<file path="config.mk">
export PLATFORM = sky130hd
export DESIGN_NAME = rrtp_ctrl
export DESIGN_NICKNAME = d
export VERILOG_FILES = /design/src/rrtp_pkg.sv /design/src/rrtp_ctrl.sv
export SDC_FILE = /design/constraint.sdc
export NUM_CORES = 1
export LEC_CHECK = 0
export BUFFER_PORTS_ARGS = -buffer_cell sky130_fd_sc_hd__buf_2
export CORE_MARGIN = 2
export CORE_UTILIZATION = 40
export DETAILED_ROUTE_END_ITERATION = 8
export PLACE_DENSITY = 0.71
export SETUP_SLACK_MARGIN = 0.2
export SYNTH_ARGS = -nofsm -noshare
export SYNTH_HDL_FRONTEND = slang
export SYNTH_SLANG_ARGS = --single-unit
</file>
<file path="constraint.sdc">
create_clock -name ref_clk -period 10.41 [get_ports ref_clk]
set_input_delay 1.041 -clock ref_clk [delete_from_list [all_inputs] [get_ports ref_clk]]
set_output_delay 1.041 -clock ref_clk [all_outputs]
set_load 0.1 [all_outputs]
</file>
<file path="src/rrtp_pkg.sv">
// Package for the receive gate and transmit power control block.
// Assumes a 50 MHz ref_clk and a 32-bit AXI4-Lite register bus.
package rrtp_pkg;
  // Register indices; each register is one aligned word, so its byte address is four times this.
  localparam logic [7:0] RRTP_TXPWR_IDX = 8'h05;
  localparam logic [7:0] RRTP_RXSYN_IDX = 8'h15;
  localparam logic [7:0] RRTP_CMD_IDX = 8'h02;
  localparam logic [7:0] RRTP_STAT_IDX = 8'h03;
  // Register byte addresses.
  localparam logic [7:0] RRTP_TXPWR_ADDR = {RRTP_TXPWR_IDX[5:0], 2'b00};
  localparam logic [7:0] RRTP_RXSYN_ADDR = {RRTP_RXSYN_IDX[5:0], 2'b00};
  localparam logic [7:0] RRTP_CMD_ADDR = {RRTP_CMD_IDX[5:0], 2'b00};
  localparam logic [7:0] RRTP_STAT_ADDR = {RRTP_STAT_IDX[5:0], 2'b00};
  // Field positions.
  localparam int RRTP_BLOCK_BIT = 7;
  localparam int RRTP_AUTOCRC_BIT = 7;
  // Reset values.
  localparam logic [3:0] RRTP_LEVEL_RST = 4'h0;
  localparam logic [3:0] RRTP_THRESH_RST = 4'h0;
  localparam logic RRTP_BLOCK_RST = 1'b0;
  // Command codes written to the command field.
  localparam logic [4:0] RRTP_CMD_TX_START = 5'h02;
  localparam logic [4:0] RRTP_CMD_PLL_ON = 5'h09;
  localparam logic [4:0] RRTP_CMD_RX_ON = 5'h06;
  localparam logic [4:0] RRTP_CMD_ARET_ON = 5'h19;
  localparam logic [4:0] RRTP_CMD_AACK_ON = 5'h16;
  // Threshold step in dB.
  localparam int RRTP_STEP_DB = 3;
  // Timing of the transmit start.
  localparam int RRTP_CLK_MHZ = 50;
  localparam int RRTP_MOD_US = 16;
  localparam int RRTP_MOD_CYC = RRTP_MOD_US * RRTP_CLK_MHZ;
  localparam int RRTP_BUF_CYC = RRTP_MOD_CYC / 4;
  localparam int RRTP_PA_CYC = RRTP_MOD_CYC / 2;
  // Transceiver states.
  typedef enum logic [2:0] {
    RRTP_IDLE = 3'b000,
    RRTP_LOCKED = 3'b001,
    RRTP_RXON = 3'b010,
    RRTP_BUSYRX = 3'b011,
    RRTP_BUSYTX = 3'b100,
    RRTP_ARETON = 3'b101,
    RRTP_AACKON = 3'b110
  } rrtp_state_t;
endpackage

</file>
<file path="src/rrtp_ctrl.sv">
// Receive frame gate and transmit start and power sequencing.
// Assumes synchronous inputs on ref_clk and an AXI4-Lite master.
// Notes on behaviour
// - Block bit set stops new frame starts.
// - Frame already in progress completes normally.
// - Blocking applies whatever threshold is programmed.
// - Threshold zero accepts every valid frame.
// - Nonzero threshold: strength above floor plus steps.
// - Output level code drives transmit power.
// - Transmit starts only from locked or retry.
// - Trigger edge enters transmit; modulation after 16us.
// - Buffer enabled first, amplifier afterwards.
//
// Our own choice: the AXI4-Lite register port.
module rrtp_ctrl
  import rrtp_pkg::*;
#(
  parameter int MOD_CYC = RRTP_MOD_CYC,
  parameter int FLOOR_DBM = -91
) (
  input wire logic ref_clk,
  input wire logic nrst,
  input wire logic [7:0] s_axi_awaddr,
  input wire logic s_axi_awvalid,
  output logic s_axi_awready,
  input wire logic [31:0] s_axi_wdata,
  input wire logic [3:0] s_axi_wstrb,
  input wire logic s_axi_wvalid,
  output logic s_axi_wready,
  output logic [1:0] s_axi_bresp,
  output logic s_axi_bvalid,
  input wire logic s_axi_bready,
  input wire logic [7:0] s_axi_araddr,
  input wire logic s_axi_arvalid,
  output logic s_axi_arready,
  output logic [31:0] s_axi_rdata,
  output logic [1:0] s_axi_rresp,
  output logic s_axi_rvalid,
  input wire logic s_axi_rready,
  input wire logic sleep_tx_trigger_pin,
  input wire logic syncDetect,
  input wire logic signed [7:0] frameStrengthDbm,
  input wire logic rxFrameEnd,
  input wire logic txFrameEnd,
  output logic frameAccept_q,
  output logic [3:0] txOutputLevel_q,
  output logic paBufEn_q,
  output logic paEn_q,
  output logic modulate_q
);
  localparam int CW = $clog2(MOD_CYC + 1);
  localparam int BUF_AT = MOD_CYC / 4;
  localparam int PA_AT = MOD_CYC / 2;

  logic [3:0] rxDetectThreshold_q;
  logic rxPathBlock_q;
  logic autoCrc_q;
  rrtp_state_t state_q;
  logic trigPrev_q;
  logic [CW-1:0] txCnt_q;
  logic [CW-1:0] sinceStart_q;
  logic awHeld_q, wHeld_q;
  logic [7:0] awAddr_q;
  logic [31:0] wData_q;
  logic [3:0] wStrb_q;
  logic cmdStrobe;
  logic [4:0] cmdCode;
  logic trigEdge;
  logic startTx;
  logic strongEnough;
  logic signed [9:0] floorDbm;

  // Write channels are taken independently and combined once both are held.
  always_ff @(posedge ref_clk) begin
    if (!nrst) begin
      awHeld_q <= 1'b0;
      wHeld_q <= 1'b0;
      awAddr_q <= 8'h00;
      wData_q <= 32'h00000000;
      wStrb_q <= 4'h0;
      s_axi_awready <= 1'b0;
      s_axi_wready <= 1'b0;
      s_axi_bvalid <= 1'b0;
      s_axi_bresp <= 2'h0;
    end else begin
      s_axi_awready <= !awHeld_q && !s_axi_awready && s_axi_awvalid && !s_axi_bvalid;
      s_axi_wready <= !wHeld_q && !s_axi_wready && s_axi_wvalid && !s_axi_bvalid;
      if (s_axi_awvalid && s_axi_awready) begin
        awHeld_q <= 1'b1;
        awAddr_q <= s_axi_awaddr;
      end
      if (s_axi_wvalid && s_axi_wready) begin
        wHeld_q <= 1'b1;
        wData_q <= s_axi_wdata;
        wStrb_q <= s_axi_wstrb;
      end
      if (awHeld_q && wHeld_q) begin
        awHeld_q <= 1'b0;
        wHeld_q <= 1'b0;
        s_axi_bvalid <= 1'b1;
        s_axi_bresp <= (awAddr_q == RRTP_TXPWR_ADDR || awAddr_q == RRTP_RXSYN_ADDR ||
                        awAddr_q == RRTP_CMD_ADDR || awAddr_q == RRTP_STAT_ADDR) ?
                       2'h0 : 2'h2;
      end else if (s_axi_bvalid && s_axi_bready) begin
        s_axi_bvalid <= 1'b0;
      end
    end
  end

  wire doWrite = awHeld_q && wHeld_q && wStrb_q[0];
  assign cmdStrobe = doWrite && (awAddr_q == RRTP_CMD_ADDR);
  assign cmdCode = wData_q[4:0];

  // Software-written configuration registers.
  always_ff @(posedge ref_clk) begin
    if (!nrst) begin
      txOutputLevel_q <= RRTP_LEVEL_RST;
      autoCrc_q <= 1'b0;
      rxDetectThreshold_q <= RRTP_THRESH_RST;
      rxPathBlock_q <= RRTP_BLOCK_RST;
    end else if (doWrite) begin
      if (awAddr_q == RRTP_TXPWR_ADDR) begin
        txOutputLevel_q <= wData_q[3:0];
        autoCrc_q <= wData_q[RRTP_AUTOCRC_BIT];
      end
      if (awAddr_q == RRTP_RXSYN_ADDR) begin
        rxDetectThreshold_q <= wData_q[3:0];
        rxPathBlock_q <= wData_q[RRTP_BLOCK_BIT];
      end
    end
  end

  // Read channel answers one cycle after the address is taken.
  always_ff @(posedge ref_clk) begin
    if (!nrst) begin
      s_axi_arready <= 1'b0;
      s_axi_rvalid <= 1'b0;
      s_axi_rdata <= 32'h00000000;
      s_axi_rresp <= 2'h0;
    end else begin
      s_axi_arready <= s_axi_arvalid && !s_axi_arready && !s_axi_rvalid;
      if (s_axi_arvalid && s_axi_arready) begin
        s_axi_rvalid <= 1'b1;
        s_axi_rresp <= 2'h0;
        case (s_axi_araddr)
          RRTP_TXPWR_ADDR: s_axi_rdata <= {24'h000000, autoCrc_q, 3'h0, txOutputLevel_q};
          RRTP_RXSYN_ADDR: s_axi_rdata <= {24'h000000, rxPathBlock_q, 3'h0, rxDetectThreshold_q};
          RRTP_CMD_ADDR: s_axi_rdata <= 32'h00000000;
          RRTP_STAT_ADDR: s_axi_rdata <= {25'h0000000, paEn_q, paBufEn_q, modulate_q,
                                          1'b0, state_q};
          default: begin
            s_axi_rdata <= 32'h00000000;
            s_axi_rresp <= 2'h2;
          end
        endcase
      end else if (s_axi_rvalid && s_axi_rready) begin
        s_axi_rvalid <= 1'b0;
      end
    end
  end

  // Trigger pin edge detection; the pin is already synchronous.
  always_ff @(posedge ref_clk) begin
    if (!nrst) begin
      trigPrev_q <= 1'b0;
    end else begin
      trigPrev_q <= sleep_tx_trigger_pin;
    end
  end

  assign trigEdge = sleep_tx_trigger_pin && !trigPrev_q;
  // Only the locked and retry states may start a frame.
  assign startTx = (trigEdge || (cmdStrobe && cmdCode == RRTP_CMD_TX_START)) &&
                   (state_q == RRTP_LOCKED || state_q == RRTP_ARETON);

  // Strength check: floor plus 3 dB per step above one.
  assign floorDbm = 10'(FLOOR_DBM) + 10'(RRTP_STEP_DB) * ($signed({6'h00, rxDetectThreshold_q}) - 10'sd1);
  assign strongEnough = (rxDetectThreshold_q == 4'h0) ||
                        ($signed({{2{frameStrengthDbm[7]}}, frameStrengthDbm}) > floorDbm);

  // Transceiver state machine; a blocked gate never takes a listen state into BUSYRX.
  always_ff @(posedge ref_clk) begin
    if (!nrst) begin
      state_q <= RRTP_IDLE;
      frameAccept_q <= 1'b0;
    end else begin
      frameAccept_q <= 1'b0;
      case (state_q)
        RRTP_IDLE, RRTP_LOCKED: begin
          if (startTx) begin
            state_q <= RRTP_BUSYTX;
          end else if (cmdStrobe && cmdCode == RRTP_CMD_PLL_ON) begin
            state_q <= RRTP_LOCKED;
          end else if (cmdStrobe && cmdCode == RRTP_CMD_RX_ON) begin
            state_q <= RRTP_RXON;
          end else if (cmdStrobe && cmdCode == RRTP_CMD_AACK_ON) begin
            state_q <= RRTP_AACKON;
          end else if (cmdStrobe && cmdCode == RRTP_CMD_ARET_ON) begin
            state_q <= RRTP_ARETON;
          end
        end
        RRTP_RXON, RRTP_AACKON: begin
          if (syncDetect && !rxPathBlock_q && strongEnough) begin
            state_q <= RRTP_BUSYRX;
            frameAccept_q <= 1'b1;
          end else if (cmdStrobe && cmdCode == RRTP_CMD_PLL_ON) begin
            state_q <= RRTP_LOCKED;
          end
        end
        RRTP_BUSYRX: begin
          // The block bit is not looked at here, so a frame in flight ends normally.
          if (rxFrameEnd) begin
            state_q <= RRTP_RXON;
          end
        end
        RRTP_ARETON: begin
          if (startTx) begin
            state_q <= RRTP_BUSYTX;
          end else if (cmdStrobe && cmdCode == RRTP_CMD_PLL_ON) begin
            state_q <= RRTP_LOCKED;
          end
        end
        RRTP_BUSYTX: begin
          if (txFrameEnd && modulate_q) begin
            state_q <= RRTP_LOCKED;
          end
        end
        default: state_q <= RRTP_IDLE;
      endcase
    end
  end

  // Power ramp: buffer, then amplifier, then modulation at the full count.
  always_ff @(posedge ref_clk) begin
    if (!nrst) begin
      txCnt_q <= '0;
      paBufEn_q <= 1'b0;
      paEn_q <= 1'b0;
      modulate_q <= 1'b0;
    end else if (startTx) begin
      txCnt_q <= CW'(1);
      paBufEn_q <= 1'b0;
      paEn_q <= 1'b0;
      modulate_q <= 1'b0;
    end else if (state_q == RRTP_BUSYTX) begin
      if (txCnt_q != CW'(MOD_CYC)) begin
        txCnt_q <= txCnt_q + CW'(1);
      end
      if (txCnt_q == CW'(BUF_AT)) begin
        paBufEn_q <= 1'b1;
      end
      if (txCnt_q == CW'(PA_AT)) begin
        paEn_q <= 1'b1;
      end
      if (txCnt_q == CW'(MOD_CYC - 1)) begin
        modulate_q <= 1'b1;
      end
    end else begin
      txCnt_q <= '0;
      paBufEn_q <= 1'b0;
      paEn_q <= 1'b0;
      modulate_q <= 1'b0;
    end
  end

  // Assertion helper: cycles since the transmit start. It is kept apart from the ramp
  // counter so that the delay check does not lean on the logic that it judges.
  always_ff @(posedge ref_clk) begin
    if (!nrst) begin
      sinceStart_q <= '0;
    end else if (startTx) begin
      sinceStart_q <= CW'(1);
    end else if (state_q != RRTP_BUSYTX) begin
      sinceStart_q <= '0;
    end else if (sinceStart_q != CW'(MOD_CYC)) begin
      sinceStart_q <= sinceStart_q + CW'(1);
    end
  end
endmodule

</file>
==> impl_metrics.env <==
export IMPL_wl_per_cell_microns=12.4
export IMPL_insertedDiodeCount=0
export IMPL_synth_top_area_share_pct=33.6
export IMPL_fin_crit_sh_pct=43.6
export IMPL_wl_mm=7.22
export IMPL_ys_ff_latch=60
export IMPL_path_class="register to register"
export IMPL_p_sw_uw=156
export IMPL_crit_required_ns=10.64
export IMPL_finalMaxSlewViolations=0
export IMPL_grt_max_degree=49
export IMPL_holdPathEnd="s_axi_arready$_SDFF_PN0_"
export IMPL_initial_utilization_pct=41.1
export IMPL_grt_pass1_wl_mm=12.1
export IMPL_dpl_hpwl_mm=5.62
export IMPL_min_delay_path_depth=1
export IMPL_synth_async_reset_ratio_pct=0
export IMPL_drc=0
export IMPL_hold_path_startpoint="s_axi_rvalid$_SDFFE_PN0P_"
export IMPL_drtPass1Iterations=4
export IMPL_yosysTopAreaCell="dfxtp_1"
export IMPL_min_path_type="register to register"
export IMPL_cts_resized_gates=0
export IMPL_dieArea_sq_mm=0.00970
export IMPL_core_area_sq_mm=0.00868
export IMPL_overflow=0
export IMPL_ys_types=57
export IMPL_cts_tree="done"
export IMPL_drive_gt1_share_pct=19.3
export IMPL_hold_viol_final=0
export IMPL_power_density_mw_per_mm2=130
export IMPL_max_freq_mhz=220
export IMPL_layout_common_cells="64 x buf_2, 60 x dfxtp_1, 36 x nand2_1"
export IMPL_start_kind="register"
export IMPL_crit_arrival_ns=4.77
export IMPL_tightest_slew_ns=0.686
export IMPL_rows=34
export IMPL_final_antenna_net_count=0
export IMPL_grt_use_total_pct=15.0
export IMPL_place_gp_congestion=0.807
export IMPL_status="finished clean"
export IMPL_ff2ff_path_depth=19
export IMPL_vias_per_cell=4.97
export IMPL_yosys_top_cells_area="dfxtp_1 34%, ha_1 9.1%, buf_4 5.7%"
export IMPL_final_common_cell="buf_2"
export IMPL_finClkSkew_ns=0.00772
export IMPL_syn_avg_cell_area_sq_um=8.75
export IMPL_root_buffer="clkbuf_8"
export IMPL_post_cts_buffers=0
export IMPL_p_comb_share_pct=14.7
export IMPL_synth_edf_count=0
export IMPL_ioPinCount=120
export IMPL_timing_rr_start="rxDetectThreshold_q[0]$_SDFFE_PN0P_"
export IMPL_clk_latency_ns=0.34
export IMPL_fin_tns_setup_ns=0
export IMPL_syn_to_final_growth_pct=13.4
export IMPL_cts_htree_levels=3
export IMPL_nFillCells=833
export IMPL_die_x_microns=98.5
export IMPL_port_buffer_count=64
export IMPL_netlist_instances=408
export IMPL_max_cap_violations=0
export IMPL_die_h_microns=98.5
export IMPL_yosysWarnings=0
export IMPL_p_total_uw=527
export IMPL_seq_area_frac_synth_pct=33.6
export IMPL_cts_made_buffers=9
export IMPL_cts_sinks=60
export IMPL_cellInternalPower_uw=371
export IMPL_clkPwrFrac_pct=40.1
export IMPL_clk_pin_slew_ns=0.07
export IMPL_ctsHoldBuffers=0
export IMPL_slew_headroom_pct=54.3
export IMPL_drt_initial_drc_count=98
export IMPL_fin_crit_ns=4.54
export IMPL_cts_buffer_depth=2
export IMPL_ir_worst_vdd_mv=0.0645
export IMPL_r2r_setup_slack_ns=5.87
export IMPL_synth_flop_cell="dfxtp_1"
export IMPL_synth_area_sq_mm=0.00357
export IMPL_rsz0062_at_grt="false"
export IMPL_power_leakage_uw=0.00169
export IMPL_p_seq_share_pct=45.2
export IMPL_reg2reg_to="state_q[0]$_SDFFE_PN0P_"
export IMPL_power_switching_share_pct=29.6
export IMPL_finalSetupViolations=0
export IMPL_num_vias=2881
export IMPL_grt_antenna_before_repair=0
export IMPL_nNetsFinal=565
export IMPL_worst_path_max_fanout=7
export IMPL_endpoint_kind="register"
export IMPL_grt_pass1_vias=2779
## metal layers
| metal | vias to the layer above | routed length [microns] | track usage, % |
|---|---|---|---|
| met5 | - | 0 | 0 |
| met4 | 0 | 160 | 6.64 |
| met3 | 13 | 310 | 3.12 |
| met2 | 72 | 3410 | 25.7 |
| met1 | 1311 | 3330 | 18.2 |
| li1 | 1485 | - | - |
## sequential cells by signal, indices dropped and copies added, names as in the netlist, 3 cells and up
| signal | cells |
|---|---|
| txCnt_q | 10 |
| awAddr_q | 8 |
| s_axi_rdata | 8 |
| wData_q | 6 |
| rxDetectThreshold_q | 4 |
| txOutputLevel_q | 4 |
| state_q | 3 |
## cell usage after synthesis (all sizes together), types with 6 or more instances
| cell | n |
|---|---|
| o21ai | 10 |
| xor2 | 6 |
| inv | 18 |
| mux2i | 18 |
| nand3 | 25 |
| nor2b | 22 |
| xnor2 | 6 |
| a21oi | 13 |
| nor4b | 7 |
| buf | 29 |
| nand2 | 36 |
| dfxtp | 60 |
| ha | 26 |
| nand4 | 6 |
| and2 | 8 |
| a21boi | 17 |
| clkbuf | 12 |
| nor2 | 32 |
## critical path, cell delays in order, from the launching register on
cell and delay (ns):
dfxtp_1 0.37, inv_1 0.11, ha_1 0.21, nor3b_2 0.45
inv_1 0.15, fa_1 0.56, inv_1 0.04, ha_1 0.32
nor2b_1 0.15, o21ai_0 0.17, nand2b_1 0.10, a21oi_1 0.15
nor2_1 0.05, ha_1 0.33, nand2_1 0.07, nor2_1 0.03
o311a_2 0.35, o311ai_4 0.41, o221ai_2 0.15, a41o_1 0.25
## through the flow
step / cell area [sq um] / std cells / utilization, % / hold slack [ns] / setup slack [ns]
floorplan: 3660 / 433 / - / 0.456 / 6.34
global placement: 3840 / 564 / 44.3 / 0.441 / 5.92
detailed placement: 3840 / 564 / 44.3 / 0.437 / 5.84
CTS: 4050 / 580 / 46.6 / 0.441 / 5.83
global route: 4050 / 580 / 46.6 / 0.470 / 5.46
finish: 4050 / 580 / 46.6 / 0.444 / 5.87
## how the worst max path moves through the flow
stage | startpoint | endpoint | slack, ns
floorplan | rxDetectThreshold_q[0]$_SDFFE_PN0P_ | state_q[0]$_SDFFE_PN0P_ | 6.34
global placement | rxDetectThreshold_q[0]$_SDFFE_PN0P_ | state_q[0]$_SDFFE_PN0P_ | 5.92
detailed placement | rxDetectThreshold_q[0]$_SDFFE_PN0P_ | state_q[0]$_SDFFE_PN0P_ | 5.84
CTS | rxDetectThreshold_q[0]$_SDFFE_PN0P_ | state_q[0]$_SDFFE_PN0P_ | 5.83
global route | rxDetectThreshold_q[0]$_SDFFE_PN0P_ | state_q[0]$_SDFFE_PN0P_ | 5.46
finish | rxDetectThreshold_q[0]$_SDFFE_PN0P_ | state_q[0]$_SDFFE_PN0P_ | 5.87
## power by group through the flow
stage	clock network, uW	logic, uW	registers (uW)
global placement	0	76.5	243
global route	225	81.3	238
detailed placement	0	77.3	243
floorplan	0	65.8	249
finish	211	77.3	238
CTS	216	77.5	238
## cell type report
type                    instances  area [sq um]  area share, %
clock inverters                 4          47.5           1.17
well taps                     108           135           3.34
inverters                      18          67.6           1.67
flip-flops and latches         60          1200           29.7
clock buffers                  12           155           3.83
multi-input cells             314          2120           52.4
repair buffers                 64           320           7.91
## logic make-up (layout without fill, tap and decap cells)
group,count (synthesis),in the layout,share of synthesized area (%)
flops,60,60,33.6
other cells,1,26,0.105
buf+inv,59,98,9.57
xor+xnor,12,12,2.94
mux,19,19,5.36
fa+ha+maj,27,27,9.67
compound gates,67,67,13.8
simple gates,163,163,24.9
(Power assumes the default switching activity.)
